<file path="config.mk">
export PLATFORM = sky130hd
export DESIGN_NAME = ssi_status
export DESIGN_NICKNAME = d
export VERILOG_FILES = /design/src/rtl/ssi_pkg.sv /design/src/rtl/ssi_status.sv
export VERILOG_INCLUDE_DIRS = /design/src /design/src/rtl
export SDC_FILE = /design/constraint.sdc
export NUM_CORES = 1
export LEC_CHECK = 0
export BUFFER_PORTS_ARGS = -buffer_cell sky130_fd_sc_hd__clkbuf_2
export CORE_ASPECT_RATIO = 0.7
export CORE_MARGIN = 2
export CORE_UTILIZATION = 60
export CTS_CLUSTER_DIAMETER = 50
export DETAILED_ROUTE_END_ITERATION = 6
export HOLD_SLACK_MARGIN = 0.05
export PLACE_DENSITY = 0.84
export SETUP_SLACK_MARGIN = 0.2
export SKIP_LAST_GASP = 1
export SYNTH_ARGS = -nofsm -noshare
export SYNTH_HDL_FRONTEND = slang
export SYNTH_SLANG_ARGS = --single-unit
</file>
<file path="constraint.sdc">
create_clock -name ref_clk -period 6 [get_ports ref_clk]
set_clock_uncertainty 0.05 [all_clocks]
set_input_delay 1.2 -clock ref_clk [delete_from_list [all_inputs] [get_ports ref_clk]]
set_output_delay 1.2 -clock ref_clk [all_outputs]
set_load 0.05 [all_outputs]
</file>
<file path="src/rtl/ssi_consts.svh">
`ifndef SSI_CONSTS_SVH
`define SSI_CONSTS_SVH
`define SSI_REG_OPCOND 16'h0262
`define SSI_REG_TEMP_LO 16'h03ea
`define SSI_REG_TEMP_HI 16'h03eb
`define SSI_SLAVE_ADDR 8'he6
`define SSI_NAN32 32'h7fc00000
`define SSI_NAN_INT16 16'h8000
`define SSI_BIT_PCB_LOW 0
`define SSI_BIT_PCB_HIGH 1
`define SSI_BIT_T_LOW 2
`define SSI_BIT_T_HIGH 3
`define SSI_BIT_AUX_LOW 4
`define SSI_BIT_AUX_HIGH 5
`define SSI_BIT_RH_DRY 6
`define SSI_BIT_RH_COND 7
`define SSI_BEEP_PERIOD_S 10
`define SSI_BLINK_PERIOD_MS 500
`define SSI_CLK_HZ 250000000
`define SSI_BEEP_CYCLES (`SSI_BEEP_PERIOD_S * 32'd250000000)
`define SSI_BLINK_CYCLES (`SSI_BLINK_PERIOD_MS * 32'd250000)
`define SSI_HEAT_MS 1000
`define SSI_HEAT_CYCLES (`SSI_HEAT_MS * 32'd250000)
`endif

</file>
<file path="src/rtl/ssi_pkg.sv">
package ssi_pkg;
  typedef struct packed {
    logic pcb_low;
    logic pcb_high;
    logic t_low;
    logic t_high;
    logic aux_low;
    logic aux_high;
    logic rh_dry;
    logic rh_cond;
  } ssi_events_s;
  typedef struct packed {
    logic vout1_short;
    logic iout1_open;
    logic rh_polluted;
    logic hw_fault;
    logic t_fail;
    logic rh_fail;
  } ssi_faults_s;
  typedef struct packed {
    logic blue;
    logic orange;
    logic green;
    logic red;
    logic recovery;
  } ssi_leds_s;
  typedef enum logic [1:0] {
    SSI_CAT_NONE,
    SSI_CAT_ONE,
    SSI_CAT_TWO
  } ssi_cat_e;
  typedef enum logic [3:0] {
    SSI_CODE_NONE = 4'h0,
    SSI_CODE_1 = 4'h1,
    SSI_CODE_2 = 4'h2,
    SSI_CODE_3 = 4'h3,
    SSI_CODE_5 = 4'h5,
    SSI_CODE_7 = 4'h7,
    SSI_CODE_10 = 4'ha
  } ssi_code_e;
  typedef enum {SSI_IDLE, SSI_HEAT} ssi_heat_e;
endpackage

</file>
<file path="src/rtl/ssi_status.sv">
// Behaviour
// critical error forces nan or 8000 reads
// event flags readable at register 0x262
// one bit per event, 1 while present
// out-of-range temperature clamped to limits
// bits 0 and 1 board temperature limits
// bits 2-5 process and auxiliary temperature
// bits 6 and 7 dry and condensation
// bits 8 to 15 read zero
// answers slave address 230 unless reconfigured
// temperature float at registers 0x3ea, 0x3eb
// low mantissa word first, high byte first
// codes 1, 2, 3 are category one
// codes 5 to 10 are category two
// category one blinks, beeps every 10 s
// category one red indicator steady
// category two continuous beep, red flashes
// blue for voltage, orange for current
// green flashes while supply and cpu run
// expansion module probed and enabled at power-on
// trigger starts brief intense heating cycle
// fifth indicator lit during recovery heating
`timescale 1ns/100ps
`include "ssi_consts.svh"
module ssi_status
  import ssi_pkg::*;
#(
  parameter logic [31:0] TEMP_MIN = 32'hc2200000,
  parameter logic [31:0] TEMP_MAX = 32'h43200000,
  // unsigned: the beep period count does not fit a signed int
  parameter int unsigned BEEP_CYCLES = `SSI_BEEP_CYCLES,
  parameter int unsigned BLINK_CYCLES = `SSI_BLINK_CYCLES,
  parameter int unsigned HEAT_CYCLES = `SSI_HEAT_CYCLES
) (
  // clock and reset
  input wire logic ref_clk,
  input wire logic rst_b,
  // measurement and conditions
  input wire ssi_events_s events,
  input wire logic [31:0] temp_raw,
  input wire ssi_faults_s faults,
  // configuration
  input wire logic addr_override,
  input wire logic [7:0] addr_cfg,
  input wire logic out1_is_voltage,
  input wire logic cpu_running,
  // register access
  input wire logic rd_req,
  input wire logic [7:0] rd_slave,
  input wire logic [15:0] rd_addr,
  output logic rd_ack,
  output logic rd_hit,
  output logic [15:0] rd_data,
  // expansion module
  input wire logic module_present,
  output logic module_enable,
  // recovery heating
  input wire logic heat_trigger,
  output logic heat_on,
  // local indication
  output ssi_cat_e category,
  output ssi_code_e disp_code,
  output logic disp_blink,
  output logic buzzer,
  output ssi_leds_s leds
);
  // float compare of ordered ieee values
  function automatic logic flt_lt(input logic [31:0] a, input logic [31:0] b);
    if (a[31] != b[31])
      flt_lt = a[31] && (a[30:0] != 31'h0 || b[30:0] != 31'h0);
    else if (a[31])
      flt_lt = a[30:0] > b[30:0];
    else
      flt_lt = a[30:0] < b[30:0];
  endfunction

  logic [31:0] temp_clamped;
  logic [31:0] temp_float;
  logic [15:0] opcond_word;
  logic critical;
  logic cat1;
  logic [7:0] my_addr;
  logic addr_match;
  logic sel_opcond;
  logic sel_lo;
  logic sel_hi;
  logic [15:0] next_rd_data;
  logic [31:0] beep_cnt;
  logic [31:0] blink_cnt;
  logic [31:0] heat_cnt;
  logic blink_ph;
  logic beep_tick;
  logic probed;
  logic trig_d;
  ssi_heat_e heat_st;

  assign temp_clamped = flt_lt(temp_raw, TEMP_MIN) ? TEMP_MIN :
                        flt_lt(TEMP_MAX, temp_raw) ? TEMP_MAX :
                        temp_raw;
  assign critical = faults.hw_fault | faults.t_fail | faults.rh_fail;
  assign cat1 = faults.vout1_short | faults.iout1_open |
                faults.rh_polluted;
  assign temp_float = critical ? `SSI_NAN32 : temp_clamped;
  assign opcond_word = {8'h00,
                        events.rh_cond, events.rh_dry,
                        events.aux_high, events.aux_low,
                        events.t_high, events.t_low,
                        events.pcb_high, events.pcb_low};
  assign my_addr = addr_override ? addr_cfg : `SSI_SLAVE_ADDR;
  assign addr_match = rd_slave == my_addr;
  assign sel_opcond = rd_addr == `SSI_REG_OPCOND;
  assign sel_lo = rd_addr == `SSI_REG_TEMP_LO;
  assign sel_hi = rd_addr == `SSI_REG_TEMP_HI;
  // opcond stays readable; the integer marker 8000 answers every register
  // other than 0x262, 0x3ea and 0x3eb, whether or not an error is critical
  assign next_rd_data = sel_opcond ? opcond_word :
                        sel_lo ? temp_float[15:0] :
                        sel_hi ? temp_float[31:16] :
                        `SSI_NAN_INT16;

  always_ff @(posedge ref_clk or negedge rst_b) begin
    if (!rst_b) begin
      rd_ack <= 1'b0;
      rd_hit <= 1'b0;
      rd_data <= 16'h0000;
    end else begin
      rd_ack <= rd_req & addr_match;
      rd_hit <= rd_req & addr_match & (sel_opcond | sel_lo | sel_hi);
      if (rd_req && addr_match) begin
        rd_data <= next_rd_data;
      end
    end
  end

  // category and display code
  always_ff @(posedge ref_clk or negedge rst_b) begin
    if (!rst_b) begin
      category <= SSI_CAT_NONE;
      disp_code <= SSI_CODE_NONE;
    end else begin
      category <= critical ? SSI_CAT_TWO :
                  cat1 ? SSI_CAT_ONE : SSI_CAT_NONE;
      disp_code <= faults.hw_fault ? SSI_CODE_5 :
                   faults.t_fail ? SSI_CODE_7 :
                   faults.rh_fail ? SSI_CODE_10 :
                   faults.vout1_short ? SSI_CODE_1 :
                   faults.iout1_open ? SSI_CODE_2 :
                   faults.rh_polluted ? SSI_CODE_3 :
                   SSI_CODE_NONE;
    end
  end

  // blink phase and beep period
  assign beep_tick = beep_cnt == 32'(BEEP_CYCLES - 1);
  always_ff @(posedge ref_clk or negedge rst_b) begin
    if (!rst_b) begin
      blink_cnt <= 32'h0;
      blink_ph <= 1'b0;
      beep_cnt <= 32'h0;
    end else begin
      blink_cnt <= (blink_cnt == 32'(BLINK_CYCLES - 1)) ? 32'h0 :
                   blink_cnt + 32'h1;
      if (blink_cnt == 32'(BLINK_CYCLES - 1)) begin
        blink_ph <= ~blink_ph;
      end
      beep_cnt <= beep_tick ? 32'h0 : beep_cnt + 32'h1;
    end
  end

  always_ff @(posedge ref_clk or negedge rst_b) begin
    if (!rst_b) begin
      disp_blink <= 1'b0;
      buzzer <= 1'b0;
      leds <= '0;
    end else begin
      disp_blink <= (critical | cat1) & blink_ph;
      buzzer <= critical | (cat1 & beep_tick);
      leds.red <= critical ? blink_ph : cat1;
      leds.blue <= out1_is_voltage;
      leds.orange <= ~out1_is_voltage;
      leds.green <= cpu_running & blink_ph;
      leds.recovery <= heat_st == SSI_HEAT;
    end
  end

  // expansion module probe after reset release
  always_ff @(posedge ref_clk or negedge rst_b) begin
    if (!rst_b) begin
      probed <= 1'b0;
      module_enable <= 1'b0;
    end else if (!probed) begin
      probed <= 1'b1;
      module_enable <= module_present;
    end
  end

  // recovery heating on trigger rising edge
  always_ff @(posedge ref_clk or negedge rst_b) begin
    if (!rst_b) begin
      trig_d <= 1'b0;
      heat_st <= SSI_IDLE;
      heat_cnt <= 32'h0;
    end else begin
      trig_d <= heat_trigger;
      unique case (heat_st)
        SSI_IDLE: begin
          if (heat_trigger && !trig_d) begin
            heat_st <= SSI_HEAT;
            heat_cnt <= 32'h0;
          end
        end
        SSI_HEAT: begin
          heat_cnt <= heat_cnt + 32'h1;
          if (heat_cnt == 32'(HEAT_CYCLES - 1)) begin
            heat_st <= SSI_IDLE;
          end
        end
      endcase
    end
  end
  assign heat_on = heat_st == SSI_HEAT;
endmodule

</file>
After elaboration in Yosys (flattened, before gate mapping)

Index checks and enable logic that the tools add are counted.

Register bits: 163
Input bits: 86
Output and inout port bits: 33
Logic and storage cells: 81

Add/sub/neg operators: 3
$lt $le $gt $ge: 2
Equal/unequal tests: 11
Mux-type cells: 25
Bitwise gates (word level): 15
Reduce and logical (&&, ||, !) cells: 5

Operators by type and width:

| kind                    | number |
|---|---|
| $mux W32                | 8 |
| $pmux W32 S2            | 2 |
| $add A32 B1 Y32 const B | 3 |
| $eq A16 B10 Y1 const B  | 3 |
| $mux W16                | 3 |
| $eq A32 B1 Y1 const B   | 1 |
| $eq A32 B2 Y1 const B   | 1 |
| $eq A32 B27 Y1 const B  | 1 |
| $eq A32 B28 Y1 const B  | 1 |
| $eq A32 B32 Y1 const B  | 1 |
| $logic_not A32 Y1       | 1 |
| $gt A31 B31 Y1 const B  | 1 |
| $lt A31 B31 Y1 const A  | 1 |
| $mux W4                 | 3 |
| $eq A8 B8 Y1            | 1 |
| $mux W2                 | 4 |
| $mux W8                 | 1 |
| $or A1 B1 Y1            | 8 |
| $and A1 B1 Y1           | 5 |
| $mux W1                 | 4 |
| $ne A2 B2 Y1 const B    | 2 |
| $logic_and A1 B1 Y1     | 2 |
| $not A1 Y1              | 2 |
| $reduce_and A2 Y1       | 1 |
| $logic_not A1 Y1        | 1 |

Longest topological paths before layout

Gate-level depths: netlist of run 1.

Depth in word-level cells: 8
Gate-level depth with buffers: 9
Depth with buffers taken out: 8

Worst setup path before layout of run 1

No wires, ideal clock.

Path type: input to register
Start point: input port temp_raw[29]
End point: register rd_data[15]
Library setup time: 0.074 ns
Data arrival time: 2.859 ns
Required time: 5.876 ns
Setup slack: 3.016 ns
Cell stages on the path: 5
Path buffers: 0
Cell sequence: or4_4 o311a_4 or3_1 a221o_1 o21ai_2

Longest elaborated chain between the ends: 8
Elaborated cells on any way between the ends: 10
Classes of those cells: 2 x order compare; 8 x mux

Ends and longest elaborated chain:

| item                                        | line              | text |
|---|---|---|
| start, declared                             | ssi_status.sv:40  | `input wire logic [31:0] temp_raw,` |
| $lt A31 B31 Y1                              | ssi_status.sv:74  | `flt_lt = a[30:0] < b[30:0];` |
| $mux W1                                     | ssi_status.sv:69  | `if (a[31] != b[31])` |
| $mux W32                                    | ssi_status.sv:98  | `flt_lt(TEMP_MAX, temp_raw) ? TEMP_MAX :` |
| $mux W32 (*)                                | ssi_status.sv:97  | `assign temp_clamped = flt_lt(temp_raw, TEMP_MIN) ? TEMP_MIN :` |
| $mux W32 (*)                                | ssi_status.sv:103 | `` assign temp_float = critical ? `SSI_NAN32 : temp_clamped; `` |
| $mux W16 (no source line)                   | --                |  |
| $mux W16 (no source line) (*) (2 in series) | --                |  |
| end signal, assigned                        | ssi_status.sv:130 | `rd_data <= next_rd_data;` |
| end, declared                               | ssi_status.sv:53  | `output logic [15:0] rd_data,` |

Mark *: on every way between the ends. The rest lies on a longest branch, timed or not.
A chain may end at the register's enable or synchronous reset.

Final worst setup path of run 1

Start point: input port temp_raw[29]
End point: register rd_data[0]

The elaborated chain is that of the path after synthesis.

==> qor.yml, run 1 <==
sta:
  worstMarginPinSlew_ps: 1100
  finalSetupViolations: 0
  setup_tns_ps: 0
  slew_viol_final: 0
  grt_setup_unrepaired: "false"
  slew_headroom_pct: 26.4
  period_share_pct: 54.2
  period_minus_slack_ps: 3250
  timing.fmax_ghz: 0.308
  hold_viol: 0
global_route:
  grt_first_pass_wirelength_um: 27300
  antenna_found_initial: 0
  grt-ovfl-total: 0
  grt_start_max_net_pins: 91
  gr-usage-all-layers_pct: 29.9
  grt_pass1_vias: 5624
route:
  antenna_left: 0
  viasPerCell: 6.12
  vias: 5664
  wl_um: 16200
  wire_per_inst_um: 17.5
  dr.pass1.iters: 6
  drc: 0
  drtIter0Drc: 482
final_layout:
  area_growth_pct: 19.8
  seqCellArea_sq_um: 3300
  post-route-util_pct: 74.6
  drive_gt1_share_pct: 20.4
  num-nets-final: 869
  antenna_cells: 0
  multiInputGateArea_sq_um: 3060
  num-fill-cells: 719
die:
  io_pins: 119
  die_area_sq_um: 11700
  initial_core_util_pct: 62.3
  die_width_um: 128
  num_rows: 31
  dieHeight_um: 91.1
  coreArea_sq_um: 10400
clocking:
  htree_levels: 4
  cts_setup_buffers: 0
  cts_made_buffers: 17
  clock_path_buffers: 2
  cts_tree: "yes"
  clk_pin_slew_ps: 60
  hold_buffers: 0
  cts_resized: 0
  clock_sinks: 132
  cts-root-buf: "clkbuf_16"
  clock_latency_ps: 420
logic_synthesis:
  syn_area_sq_um: 6500
  synth_nets: 748
  synth_top_area_cell: "dfrtp_1"
  synth_edf_count: 0
  synthCells: 659
  synth_top_cell_area_share_pct: 50.8
  netlist_top_cells_area: "dfrtp_1, nand3_1, xnor2_1, nor2_1, xor2_1"
  synth_common_cells: "dfrtp_1, nor2_1, nand2_1, nand3_1, nand4_1"
  yosys_warnings: 0
  syn_avg_cell_area_sq_um: 9.86
  synthFlopType: "dfrtp_1"
  synth_cell_types: 58
  synth_most_common_cell: "dfrtp_1"
  ys_seq_area_share_pct: 50.8
  async_reset_ff_share_pct: 100
  ys_seq_elements: 132
pwr:
  p_per_area_nw_per_um2: 294
  p_leak_nw: 3.66
  p_clk_share_pct: 44.2
  p_sw_mw: 0.611
  p_int_mw: 1.68
  vdd_drop_max_mv: 0.229
  p_comb_share_pct: 11.2
  p_seq_share_pct: 44.6
  sw_frac_of_total_pct: 26.7
placement:
  portBuffers: 118
  gp_congestion: 0.991
  hpwl_um: 11300
worst_setup_path:
  start_kind: "input port"
  critPathMaxStageDelay_ps: 690
  path_cells: "clkbuf_2 > nor4_1 > a21boi_0 > o211a_1 > nor2_1 > a32oi_1 > a21oi_1"
  crit_required_ps: 6300
  crit_type: "in2reg"
  critPathSlowestCell: "nor2_1"
  worstPathArrival_ps: 3550
  crit_path_end_kind: "flip-flop"
  critPathMaxFanout: 11
run_status:
  status: "finished, final reports clean"
hold_path:
  hp-class: "reg2reg"
flow_run:
  drv_cap: 0
-- power groups by stage --
stage          clock (mW)  sequential [mW]  combinational, mW
2_1_floorplan           0             1.07              0.109
5_1_grt              1.06             1.03              0.286
6_report             1.01             1.02              0.256
3_5_place_dp            0             1.03              0.254
4_1_cts              1.02             1.02              0.257
3_3_place_gp            0             1.03              0.241
-- final cells by class --
type | instances | share of cell area, %
sequential | 132 | 42.4
inverter | 14 | 0.675
tap | 132 | 2.12
clock buffer | 24 | 6.57
timing repair buffer | 121 | 7.91
multi-input combinational | 494 | 39.4
clock inverter | 8 | 0.932
-- stage by stage --
stage | instance area (sq um) | hold WS [ps] | std cells | worst slack [ps] | power [mW]
finish | 7780 | 424 | 925 | 2750 | 2.29
global route | 7780 | 447 | 925 | 2680 | 2.37
CTS | 7780 | 426 | 925 | 2920 | 2.30
detailed placement | 7200 | 414 | 893 | 2470 | 1.29
global placement | 7200 | 413 | 893 | 2620 | 1.27
floorplan | 6500 | 396 | 659 | 3020 | 1.17
-- cell usage in the layout, fill, tap and decap left out, drive strengths merged, types with 3 or more instances in the layout --
cell / count
and3: 17
nand3: 56
dfrtp: 132
nor4: 13
a22o: 5
or3: 3
o31ai: 5
buf: 4
nand2: 63
inv: 14
nand4: 34
o41ai: 4
nor3: 16
xnor2: 32
and4: 10
o21ai: 24
ha: 3
nor2: 71
mux2i: 15
and2: 10
a32oi: 5
clkinv: 4
clkinvlp: 3
a21oi: 13
nor2b: 12
clkbuf: 141
o211ai: 4
xor2: 29
nor4b: 14
-- worst paths after layout --
kind | slack (ps) | from | end | cells past startpoint
max in group asynchronous | 3840 | rst_b | heat_cnt[28] | 2
max reg2reg | 3370 | heat_cnt[0] | heat_cnt[24] | 6
min in group asynchronous | 920 | rst_b | beep_cnt[3] | 1
min | 420 | blink_cnt[31] | blink_cnt[31] | 1
min reg2reg | 420 | blink_cnt[31] | blink_cnt[31] | 1
max | 2750 | temp_raw[29] | rd_data[0] | 7
-- registers in the layout (all words and copies together) (netlist names), 2 cells and up --
signal,cells
heat_cnt,32
leds,5
rd_data,16
disp_code,4
blink_cnt,32
beep_cnt,32
category,2
-- metal layers --
metal  vias up  global-route usage, %  share of wire (%)
li1       2627                      -                  -
met1      2780                   39.8                 43
met4         0                   11.0                2.1
met5         -                      0                  0
met2       222                   46.3                 47
met3        35                   9.07                7.5
-- worst max-delay path, delay by kind of cell --
kind | cells | cell delay, ps
simple gates | 2 | 1260
compound gates | 4 | 990
buf+inv | 1 | 100
-- cells by family after synthesis --
logic type                 synth area share [%]
DFF                                        50.8
xor gates and xnor gates                   8.22
other                                    0.0577
adders and majority gates                 0.578
and+or+nand+nor                            26.9
buffers and inverters                      2.04
AOI/OAI and AO/OA                          8.68
muxes                                      2.66
No activity file was read; power rests on OpenSTA's default activity.
==> run 2: changes to the inputs <==
CORE_UTILIZATION = 56   (was 60)
PLACE_DENSITY = 0.79   (was 0.84)
clock period = 3.25 ns   (was 6 ns; I/O delays follow)
==> run 2 against run 1 <==
Effect of this change:
- flip-flop and latch count did not move
- highest routed layer unchanged
- total power rose by 93%
- critical endpoint is now rd_data[14]
- final area rose by 1.9%
- global-route usage fell by 2.1 points
- largest power group is now the clock network
==> qor.yml, run 2 (synthesis gave the netlist of run 1 again) <==
clocking:
  clock_latency_ps: 410  # about the same
  clock_path_buffers: 2  # unchanged
  clock_sinks: 132  # unchanged
  cts_made_buffers: 17  # unchanged
  cts_resized: 0  # unchanged
  cts_tree: "yes"
  htree_levels: 4  # unchanged
  cts-root-buf: "clkbuf_16"
  cts_setup_buffers: 0  # unchanged
  clk_pin_slew_ps: 60  # about the same
  hold_buffers: 0  # unchanged
sta:
  hold_viol: 0  # unchanged
  finalSetupViolations: 0  # unchanged
  period_minus_slack_ps: 2400
  timing.fmax_ghz: 0.416
  setup_tns_ps: 0  # unchanged
  grt_setup_unrepaired: "false"
  slew_headroom_pct: 52.2  # +26 points
  slew_viol_final: 0  # unchanged
  worstMarginPinSlew_ps: 714  # -385 ps
  setup_ws_ps: 848  # -1900 ps
  period_share_pct: 73.9
worst_setup_path:
  start_kind: "input port"
  r2r_setup_slack_ps: 1010  # -2360 ps
  crit_required_ps: 3530  # -2770 ps
  critPathMaxFanout: 9  # -2
  crit_type: "in2reg"
  worstPathArrival_ps: 2680  # -870 ps
  crit_path_end_kind: "flip-flop"
route:
  antenna_left: 0  # unchanged
  wl_um: 16000  # -1.1%
  wire_per_inst_um: 16.8  # -4.0%
  drc: 0  # unchanged
  vias: 5599  # -1.1%
  dr.pass1.iters: 5  # -1
  drtIter0Drc: 480  # -0.41%
  viasPerCell: 5.88  # -4.1%
global_route:
  grt_pass1_vias: 5599  # -0.44%
  grt_first_pass_wirelength_um: 27300  # about the same
  gr-usage-all-layers_pct: 27.7  # -2.1 points
  grt-ovfl-total: 0  # unchanged
  antenna_found_initial: 0  # unchanged
  grt_start_max_net_pins: 72  # -21%
final_layout:
  drive_gt1_share_pct: 21.1  # +0.70 points
  layout_commonest_cell: "dfrtp_1"
  num-fill-cells: 820  # +14%
  antenna_cells: 0  # unchanged
  area_growth_pct: 22.1
  num-nets-final: 877  # +0.92%
  top_regs: "beep_cnt (32), blink_cnt (32), heat_cnt (32)"
  layout.cells.non_filler: 953  # +3.0%
  mostFrequentLayoutCells: "dfrtp_1, clkbuf_2, nor2_1, nand2_1, nand3_1"
die:
  die_width_um: 133  # +3.4%
  num_rows: 32  # +3.2%
  coreArea_sq_um: 11200  # +7.1%
  dieHeight_um: 94.1  # +3.4%
  io_pins: 119  # unchanged
  initial_core_util_pct: 58.2  # -4.1 points
  die_area_sq_um: 12500  # +6.9%
placement:
  dp_cells: 922  # +3.2%
  gp_congestion: 0.939  # -5.2%
  pre_cts_slack_ps: 468  # -2010 ps
  hpwl_um: 11500  # +0.98%
  portBuffers: 118  # unchanged
pwr:
  p_sw_mw: 1.12  # +83%
  p_int_mw: 3.29  # +96%
  p_leak_nw: 3.72  # +1.9%
  p_clk_share_pct: 46.5  # +2.3 points
  p_comb_share_pct: 10.8  # -0.4 points
  p_seq_share_pct: 42.7  # -1.9 points
  p_per_area_nw_per_um2: 555  # +89%
  sw_frac_of_total_pct: 25.3  # -1.4 points
  vdd_drop_max_mv: 0.455  # +98%
hold_path:
  hp-class: "in2async"
flow_run:
  drv_cap: 0  # unchanged
run_status:
  status: "finished, final reports clean"
run 2: cell types whose count changed in the layout (fill, tap and decap cells not counted):
cell	delta
buf_4	+7
clkinv_2	-1
clkbuf_8	-2
clkinvlp_4	-1
bufinv_16	+3
buf_12	+1
run 2: worst paths after layout:
path	startpoint	to	depth (start not counted)
setup / recovery	rd_addr[13]	rd_data[14]	7
hold / removal	rst_b	disp_code[3]	1
setup reg to reg	blink_cnt[0]	blink_cnt[26]	7
hold reg to reg	heat_cnt[5]	heat_cnt[5]	1
max in group asynchronous	rst_b	blink_ph	2
min in group ref_clk	out1_is_voltage	leds[4]	1
run 2: per-stage QoR:
step           utilization, %  hold WS (ps)  total power [mW]  instance area, sq um
2_1_floorplan               -           304              2.17                  6500
3_3_place_gp             65.3           410              2.34                  7300
3_5_place_dp             65.3           414              2.37                  7300
4_1_cts                  71.0           167              4.43                  7930
5_1_grt                  71.0           191              4.58                  7930
6_report                 71.0           156              4.41                  7930
run 2: per-layer routing:
metal  GRT usage (%)  up-vias  share of wire, %
met3            7.17       40               7.0
met2            43.2      217                46
met4            11.4        0               2.3
li1                -     2644                 -
met1            37.3     2698                45
met5               0        -                 0
run 2: power groups by stage:
stage          registers [mW]  logic, mW  clock network, mW
2_1_floorplan            1.97      0.201                  0
3_3_place_gp             1.89      0.451                  0
3_5_place_dp             1.90      0.476                  0
4_1_cts                  1.88      0.480               2.07
5_1_grt                  1.90      0.535               2.15
6_report                 1.88      0.478               2.05
run 2: layout make-up:
cell class / instances / area, sq um / area share [%]
Clock buffer: 22 / 484 / 6.10
Clock inverter: 9 / 150 / 1.89
Inverter: 14 / 52.6 / 0.662
Multi-Input combinational cell: 494 / 3060 / 38.6
Sequential cell: 132 / 3300 / 41.6
Tap cell: 153 / 191 / 2.41
Timing Repair Buffer: 129 / 688 / 8.68
run 2: critical path, stage by stage:
cell	delay [ps]
clkbuf_2	90
nor4b_1	550
and4b_1	300
and2_1	240
nor4b_4	540
a21oi_1	140
o21ai_0	160
